--- config.mk ---
export PLATFORM = sky130hd
export DESIGN_NAME = cbu_branch_unit
export DESIGN_NICKNAME = d
export VERILOG_FILES = /design/src/cbu_pkg.sv /design/src/cbu_branch_unit.sv /design/src/cbu_cond_eval.sv
export SDC_FILE = /design/constraint.sdc
export NUM_CORES = 1
export LEC_CHECK = 0
export ABC_AREA = 1
export BUFFER_PORTS_ARGS = -buffer_cell sky130_fd_sc_hd__buf_2
export CORE_MARGIN = 4
export CORE_UTILIZATION = 52
export DETAILED_ROUTE_END_ITERATION = 8
export HOLD_SLACK_MARGIN = 0.15
export PLACE_DENSITY_LB_ADDON = 0.25
export SLEW_MARGIN = 20
export SYNTH_ARGS = -nofsm -noshare
export SYNTH_HDL_FRONTEND = slang
export SYNTH_HIERARCHICAL = 1
export SYNTH_SLANG_ARGS = --single-unit
--- constraint.sdc ---
create_clock -name i_ref_clk -period 3 [get_ports i_ref_clk]
set_input_delay 0.9 -clock i_ref_clk [delete_from_list [all_inputs] [get_ports i_ref_clk]]
set_output_delay 0.9 -clock i_ref_clk [all_outputs]
set_load 0.02 [all_outputs]
--- src/cbu_pkg.sv ---
// constants and types shared by the conditional branch unit
package cbu_pkg;

    // ************************************************************
    // widths
    // ************************************************************
    localparam int unsigned CBU_PC_W   = 16;
    localparam int unsigned CBU_DISP_W = 7;
    localparam int unsigned CBU_COND_W = 5;

    // sequential step added to the program counter (the "+1")
    localparam logic [CBU_PC_W-1:0] CBU_PC_STEP = 16'h0001;

    // cycle counts of a branch, not taken and taken
    localparam int unsigned CBU_CYC_NOT_TAKEN = 1;
    localparam int unsigned CBU_CYC_TAKEN     = 2;

    // ************************************************************
    // status flags, one bit each, bit 7 down to bit 0
    // ************************************************************
    typedef struct packed {
        logic irq_en;     // global interrupt enable
        logic transfer;   // transfer bit
        logic half_carry;
        logic sign;       // not used here, kept for layout
        logic overflow;
        logic negative;
        logic zero;
        logic carry;
    } cbu_sreg_t;

    // ************************************************************
    // branch variants
    // ************************************************************
    typedef enum logic [CBU_COND_W-1:0] {
        BRANCH_ON_EQUAL          = 5'h00,
        BRANCH_ON_UNEQUAL        = 5'h01,
        BRANCH_ON_CARRY_ONE      = 5'h02,
        BRANCH_ON_CARRY_ZERO     = 5'h03,
        BRANCH_UNSIGNED_AT_LEAST = 5'h04,
        BRANCH_UNSIGNED_BELOW    = 5'h05,
        BRANCH_ON_NEGATIVE       = 5'h06,
        BRANCH_ON_NONNEGATIVE    = 5'h07,
        BRANCH_SIGNED_AT_LEAST   = 5'h08,
        BRANCH_SIGNED_BELOW      = 5'h09,
        BRANCH_HALF_CARRY_ONE    = 5'h0A,
        BRANCH_HALF_CARRY_ZERO   = 5'h0B,
        BRANCH_TRANSFER_BIT_ONE  = 5'h0C,
        BRANCH_TRANSFER_BIT_ZERO = 5'h0D,
        BRANCH_OVERFLOW_ONE      = 5'h0E,
        BRANCH_OVERFLOW_ZERO     = 5'h0F,
        BRANCH_WHEN_IRQ_ON       = 5'h10,
        BRANCH_WHEN_IRQ_OFF      = 5'h11
    } cbu_cond_t;

    // one branch request as issued by the decoder
    typedef struct packed {
        cbu_cond_t                    cond;
        logic signed [CBU_DISP_W-1:0] disp;  // signed word offset
        logic [CBU_PC_W-1:0]          pc;    // address of the branch word
    } cbu_req_t;

    // ************************************************************
    // sequencer state
    // ************************************************************
    typedef enum logic [0:0] {
        CBU_ST_IDLE  = 1'b0,
        CBU_ST_TAKEN = 1'b1
    } cbu_state_t;

    typedef struct packed {
        cbu_state_t          state;
        logic [CBU_PC_W-1:0] pc_next;
        logic                pc_load;
        logic                taken;
        logic                done;
        logic                busy;
        logic                illegal;
        logic                sreg_wr;
    } cbu_regs_t;

    localparam cbu_regs_t CBU_REGS_RST = '{
        state:   CBU_ST_IDLE,
        pc_next: 16'h0000,
        pc_load: 1'b0,
        taken:   1'b0,
        done:    1'b0,
        busy:    1'b0,
        illegal: 1'b0,
        sreg_wr: 1'b0
    };

endpackage : cbu_pkg

--- src/cbu_branch_unit.sv ---
// conditional relative branch unit: condition test and pc update
//
// Summary of operation
// - equal on zero set, unequal on clear
// - carry-one on carry set, carry-zero on clear
// - unsigned pair tests carry, at-least on clear, below on set
// - negative on n set, nonnegative on clear
// - signed pair tests n xor v
// - half-carry pair tests the half-carry flag
// - transfer-bit pair tests the transfer flag
// - overflow pair tests the overflow flag
// - irq pair tests global interrupt enable
// - taken: pc becomes pc plus k plus one
// - one cycle not taken, two taken
`timescale 1ns/100ps
`default_nettype none

module cbu_branch_unit
    import cbu_pkg::*;
(
    // clock, reset, enable
    input  wire logic                i_ref_clk,
    input  wire logic                i_arst_n,
    input  wire logic                i_clk_en,
    // branch request from the decoder
    input  wire logic                i_issue,
    input  wire cbu_req_t            i_req,
    input  wire cbu_sreg_t           i_sreg,
    // program counter update
    output logic                     o_pc_load,
    output logic [CBU_PC_W-1:0]      o_pc_next,
    // completion
    output logic                     o_busy,
    output logic                     o_done,
    output logic                     o_taken,
    output logic                     o_illegal,
    // status register write strobe, never raised
    output logic                     o_sreg_wr
);

    // ************************************************************
    // condition test
    // ************************************************************

    logic cond_pass;
    logic cond_legal;

    cbu_cond_eval u_cond_eval (
        .i_cond  (i_req.cond),
        .i_sreg  (i_sreg),
        .o_pass  (cond_pass),
        .o_legal (cond_legal)
    );

    // ************************************************************
    // address arithmetic
    // ************************************************************

    logic [CBU_PC_W-1:0] disp_ext;
    logic [CBU_PC_W-1:0] seq_pc;
    logic [CBU_PC_W-1:0] tgt_pc;

    assign disp_ext = {{(CBU_PC_W-CBU_DISP_W){i_req.disp[CBU_DISP_W-1]}}, i_req.disp};

    // fall-through goes to the next word
    assign seq_pc = i_req.pc + CBU_PC_STEP;

    // target is pc plus k plus one, wrapping
    assign tgt_pc = seq_pc + disp_ext;

    // ************************************************************
    // sequencer
    // ************************************************************

    cbu_regs_t st_r;
    cbu_regs_t st_nxt;

    // next state; requests during the second cycle of a taken branch
    // are dropped, the decoder must hold off while busy is high
    always_comb begin
        st_nxt         = st_r;
        st_nxt.done    = 1'b0;
        st_nxt.pc_load = 1'b0;
        // flags are never written by a branch
        st_nxt.sreg_wr = 1'b0;
        unique case (st_r.state)
            CBU_ST_IDLE: begin
                if (i_issue) begin
                    st_nxt.illegal = ~cond_legal;
                    if (cond_pass) begin
                        // taken branch spends a second cycle
                        st_nxt.state   = CBU_ST_TAKEN;
                        st_nxt.busy    = 1'b1;
                        st_nxt.taken   = 1'b1;
                        st_nxt.pc_next = tgt_pc;
                    end else begin
                        // failed test completes in one cycle
                        st_nxt.done    = 1'b1;
                        st_nxt.pc_load = 1'b1;
                        st_nxt.taken   = 1'b0;
                        st_nxt.pc_next = seq_pc;
                    end
                end
            end
            CBU_ST_TAKEN: begin
                // load the stored target at the end of cycle two
                st_nxt.state   = CBU_ST_IDLE;
                st_nxt.busy    = 1'b0;
                st_nxt.done    = 1'b1;
                st_nxt.pc_load = 1'b1;
            end
        endcase
    end

    // registered state; enable low freezes everything
    always_ff @(posedge i_ref_clk or negedge i_arst_n) begin
        if (!i_arst_n) begin
            st_r <= CBU_REGS_RST;
        end else if (i_clk_en) begin
            st_r <= st_nxt;
        end
    end

    // ************************************************************
    // outputs, straight from the state flops
    // ************************************************************

    assign o_pc_load = st_r.pc_load;
    assign o_pc_next = st_r.pc_next;
    assign o_busy    = st_r.busy;
    assign o_done    = st_r.done;
    assign o_taken   = st_r.taken;   // valid with done
    assign o_illegal = st_r.illegal; // unknown code, treated as not taken
    assign o_sreg_wr = st_r.sreg_wr;

endmodule : cbu_branch_unit

`default_nettype wire

--- src/cbu_cond_eval.sv ---
// condition test for one branch variant against the status flags
`timescale 1ns/100ps
`default_nettype none

module cbu_cond_eval
    import cbu_pkg::*;
(
    // request
    input  wire logic [CBU_COND_W-1:0] i_cond,
    input  wire cbu_sreg_t             i_sreg,
    // result
    output logic                       o_pass,
    output logic                       o_legal
);

    // ************************************************************
    // flag selection
    // ************************************************************

    // picks the tested flag; variants come in pairs sharing one flag
    function automatic logic pick_flag(input logic [CBU_COND_W-1:0] c, input cbu_sreg_t s);
        logic f;
        f = 1'b0;
        unique case (c[CBU_COND_W-1:1])
            4'h0: f = s.zero;
            4'h1: f = s.carry;
            4'h2: f = s.carry;
            4'h3: f = s.negative;
            // signed compare uses n xor v
            4'h4: f = s.negative ^ s.overflow;
            4'h5: f = s.half_carry;
            4'h6: f = s.transfer;
            4'h7: f = s.overflow;
            4'h8: f = s.irq_en;
            default: f = 1'b0;
        endcase
        return f;
    endfunction : pick_flag

    // flag value that makes the branch go; the unsigned and signed
    // pairs list the "clear" case first, the rest the "set" case
    function automatic logic want_one(input logic [CBU_COND_W-1:0] c);
        logic w;
        w = 1'b0;
        unique case (c[CBU_COND_W-1:1])
            4'h2, 4'h4: w = c[0];
            default:    w = ~c[0];
        endcase
        return w;
    endfunction : want_one

    // codes above the last variant never pass
    always_comb begin
        o_legal = (i_cond <= BRANCH_WHEN_IRQ_OFF);
        o_pass  = o_legal && (pick_flag(i_cond, i_sreg) == want_one(i_cond));
    end

endmodule : cbu_cond_eval

`default_nettype wire

==> Word level (Yosys, flattened, before mapping) <==
Index checks and enable logic that the tools add are counted.
W data, S select, Z words.
{ "totals": {"ff_bits": 22, "wordCells": 41, "latchBits": 0, "inputBits": 40, "romBits": 0, "output_inout_bits": 22, "ram_bits": 0, "mem_count": 0} }
{ "classes": {"n_eq_ne": 11, "multipliers": 0, "muxes": 10, "magnitude_cmp": 1, "reduce_logical": 6, "n_shift": 0, "div_mod_pow": 0, "n_bitwise": 4, "addsub": 2} }
{ "ops": {"columns": ["operator", "count"], "rows": [
  ["$mux W22", 1],
  ["$add A16 B1 Y16 const B", 1],
  ["$add A16 B16 Y16", 1],
  ["$eq A4 B3 Y1 const B", 4],
  ["$mux W16", 1],
  ["$eq A4 B2 Y1 const B", 2],
  ["$pmux W1 S8", 1],
  ["$reduce_and A3 Y1", 2],
  ["$le A5 B5 Y1 const B", 1],
  ["$eq A4 B1 Y1 const B", 1],
  ["$eq A4 B4 Y1 const B", 1],
  ["$logic_not A4 Y1", 1],
  ["$mux W1", 4],
  ["$ne A2 B2 Y1 const B", 2],
  ["$pmux W1 S2", 2],
  ["$pmux W2 S2", 1],
  ["$reduce_or A2 Y1", 2],
  ["$not A1 Y1", 3],
  ["$eq A1 B1 Y1", 1],
  ["$logic_and A1 B1 Y1", 1],
  ["$xor A1 B1 Y1", 1]
]} }

==> Longest topological paths before layout <==
{ "depth": {"word_depth": 8, "depth_mapped": 21, "mapped_depth_nobuf": 21} }

==> Modules after synthesis <==
Netlist, hierarchy kept.
{ "modules_own_cells": {"columns": ["module", "area_each_um2", "seq_area_each_um2", "cells_per_inst", "instances"], "rows": [
  ["cbu_branch_unit", 2307.2, 525.5, 361, 1],
  ["cbu_cond_eval", 221.5, 0.0, 53, 1]
]} }

==> Worst setup path after synthesis <==
No wires, ideal clock.
{ "synth_path": {"path_kind": "input-to-reg", "start": "in i_req[0] (netlist name)", "end": "reg st_r, in the netlist o_pc_next[15]", "setup_slack_ns": 0.257, "cell_stages": 20, "setup_ns": 0.077, "n_path_buf": 0, "required_ns": 2.923, "t_arrival_ns": 2.666, "cell_sequence": "ha_1 -> nand2_1 -> inv_1 -> nand3_2 -> nor2_2 -> nand2_1 -> nor2_1 -> nand2_1 -> nand2_1 -> inv_1 -> ha_1 -> nand2_1 -> inv_1 -> nand2_1 -> nand2_1 -> a21oi_1 -> nand2_1 -> nand3_1 -> nand3_1 -> a21oi_1"} }
{ "synth_between": {"elab_chain_cells": 3} }
{ "synth_rtl": {"columns": ["item", "line", "source"], "rows": [
  ["from (decl)", "cbu_branch_unit.sv:27", "input wire cbu_req_t i_req,"],
  ["$add A16 B1 Y16 *", "cbu_branch_unit.sv:66", "assign seq_pc = i_req.pc + CBU_PC_STEP;"],
  ["$add A16 B16 Y16", "cbu_branch_unit.sv:69", "assign tgt_pc = seq_pc + disp_ext;"],
  ["$mux W16 *", "cbu_branch_unit.sv:90", "if (cond_pass) begin"],
  ["to (signal assigned)", "cbu_branch_unit.sv:120", "st_r <= st_nxt;"],
  ["to (decl)", "cbu_branch_unit.sv:75", "cbu_regs_t st_r;"]
]} }
Mark *: on every way between the ends. The rest lies on a longest branch, timed or not.
A chain may end at the register's enable or synchronous reset.

==> Worst setup path after layout <==
{ "layout_path": {"start": "in i_req[0] (netlist name)", "end": "reg st_r, in the netlist o_pc_next[13]"} }
The elaborated chain is that of the path after synthesis.

==> run summary <==
number of global-route vias before repair - 2533
Die ar. - 6043 um^2
unique cell type count in the Yosys netlist - 32
vias after detailed routing - 2678
count of maximum capacitance violations - 0
worst vdd ir - 0.1877 mV
headroom to the max-slew limit - 0.5127
dominant cell by count in the synthesized netlist - nand2_1
initial drt markers - 146
clk sinks - 21
kind of end point of the critical path - flop
maximum number of pins on one net before global-route repair - 24
latest clock arrival within the worst-skew pair - 270 ps
pwr/cell area - 377.0 nW/um^2
Crit path arrival time - 2960 ps
Syn Nets - 475
total routing resource utilization after global routing - 0.2107
final core utilization - 0.6482
clock tree buffer depth - 2
CTS-repair resized insts - 0
nature of the critical path startpoint - input port
vias per cell - 4.887
routed length on met2 - 2728 um
layout cells sized above 1 - 0.2516
count of endpoints failing setup in the final report - 0
area share of the largest cell type after synthesis - 0.2078
total iterations of the first detailed-routing run - 4
fraction of registers with async set/reset - 1.000
overall overflow remaining after global route - 0
clock tree from TritonCTS - done
prevailing post-synth register cell - dfrtp_1
number of buffers inserted by port buffering - 59
x dimension of the die - 77.74 um
I/O pin count - 62
clock-pin slew of the registers on the worst-case setup and hold paths - 90 ps
met3 routed WL - 409 um
Cell Area, Synth - 2529 um^2
Clock H-tree levels - 1
initial standard-cell utilization of the core - 0.5354
remaining routing DRC violations - 0
post-route minimum period - 2799 ps
initial antenna violation count - 0
first-pass GRT wire length - 10500 um
Post-Layout Cell Count - 548
count of pins over their slew limit - 0
average footprint of a synthesized cell - 6.108 um^2
cell taking the most area after synthesis - dfrtp_1
area grow syn2layout - 21.08%
y dimension of the die - 77.74 um
Leak Pwr - 1.807 nW
register area share after synthesis - 0.2078
routed length per placed instance - 11.43 um
Total Routed Length - 6266 um
final antenna-violating net count - 0
TritonCTS Buffers - 3
setup skew after layout - 7.795 ps
critical path type - input port to flop
#FFs+latches synth - 21
sum of net half-perimeters after detailed placement - 5084 um
required time at the endpoint of the critical path - 3160 ps
final weighted congestion in routability-driven placement - 0.9198
most common library cells after synthesis - 140 x nand2_1, 52 x inv_1, 34 x nor2_1
hold-fix buffer count after cts - 0
total negative setup slack - 0 ps
worst reg2reg setup slack - 1500 ps
Post-Route M1 WL - 2988 um
final net count - 543
slew at the pin with the worst max-slew slack - 730.2 ps
placement row count - 25
Antenna Cells - 0
highest metal layer with signal wires - met4
warnings from Yosys - 6
Core ar. - 4723 um^2
outcome - complete, no violations
placed instance count - 544
worst slack after detailed placement - -144.5 ps
worst-path maximum fanout - 3
clock root buffer master - clkbuf_8
max frequency - 0.3573 GHz
number of enable-type register cells in the synthesized netlist - 0
total count of hold-check failures in the final report - 0
final worst path period share - 0.9329
setup repair bufs after CTS - 0
top cells by area, synth - dfrtp_1 21%, nand2_1 21%, ha_1 9.9%, inv_1 7.7%, nand3_1 5.5%
smallest setup slack after layout - 201.4 ps
path type of the worst min-delay path - flop to flop
number of cells produced by synthesis - 414
## final timing paths
path	start	end	cells past startpoint
min in group asynchronous	i_arst_n	o_pc_next[15]	1
max	i_req[0]	o_pc_next[13]	16
max in group asynchronous	i_arst_n	o_pc_load	1
min reg2reg	o_taken	o_taken	2
max reg2reg	st_r[22]	o_pc_next[8]	5
min	o_taken	o_taken	2
## per-stage QoR
step / cell area [um^2] / hold slack (ps) / power (mW)
floorplan: 2529 / 450.0 / 0.8135
global placement: 2955 / 449.1 / 0.9348
detailed placement: 2955 / 459.1 / 0.9478
CTS: 3000 / 480.5 / 1.144
global route: 3062 / 499.0 / 1.249
finish: 3062 / 478.3 / 1.154
## layout make-up
cell class	instances	area (um^2)
multi-input combinational	313	1695
tap	67	83.83
sequential	21	525.5
timing repair buffer	86	498.0
clock buffer	4	45.04
inverter	57	214.0
fill	471	1662
## critical path: stages
cell and delay [ps]:
buf_2 100, ha_1 160, nand2_1 80, nor2_1 220
nand4_1 160, and2_1 200, ha_1 310, nand2_1 120
nor2_2 130, inv_1 60, nor2_1 100, nor2_1 60
nand3_1 80, nand2_1 50, o21ai_1 170, nand2_1 70
## power by group
part	internal [mW]	switching, mW
sequential	0.344	0.0301
clock	0.0950	0.102
combinational	0.225	0.358
total	0.664	0.490
## layout by cell type, fill, tap and decap left out
cell type	instances
and2_1	1
ha_4	2
o21ai_0	14
nand3b_1	1
a21oi_2	5
nand2_1	137
nor3_4	1
a31o_2	1
nor2_1	33
o21bai_2	1
buf_4	27
a21o_1	3
o21ai_1	6
a31oi_1	2
nand3_2	1
xor2_2	1
conb_1	1
a21oi_1	18
xor2_1	12
or2_2	1
inv_1	51
xnor2_1	1
nand3_1	28
nor2_2	7
fa_1	1
buf_2	59
dfrtp_1	21
nand4_1	3
nand2_2	6
o21bai_1	4
ha_1	18
o211ai_1	1
inv_2	6
clkbuf_1	1
clkbuf_8	3
nor3_1	3
## per-layer routing
layer / up-vias / GRT usage
li1: 1426 / -
met1: 1154 / 0.2785
met2: 87 / 0.3510
met3: 11 / 0.02088
met4: 0 / 0.08363
met5: - / 0
## cells by family after synthesis
| family | share of synthesized area |
|---|---|
| AOI/OAI and AO/OA | 0.1217 |
| DFF | 0.2078 |
| xor gates and xnor gates | 0.04849 |
| adders and majority gates | 0.1069 |
| buffers and inverters | 0.1460 |
| other | 0.001483 |
| and+or+nand+nor | 0.3676 |
## flip-flops by register name, summed over array words and instances (netlist names)
name and cells:
o_pc_load 1, st_r 1, o_pc_next 16, o_taken 1
o_illegal 1, o_busy 1
Power figures use the tool's default switching activity.
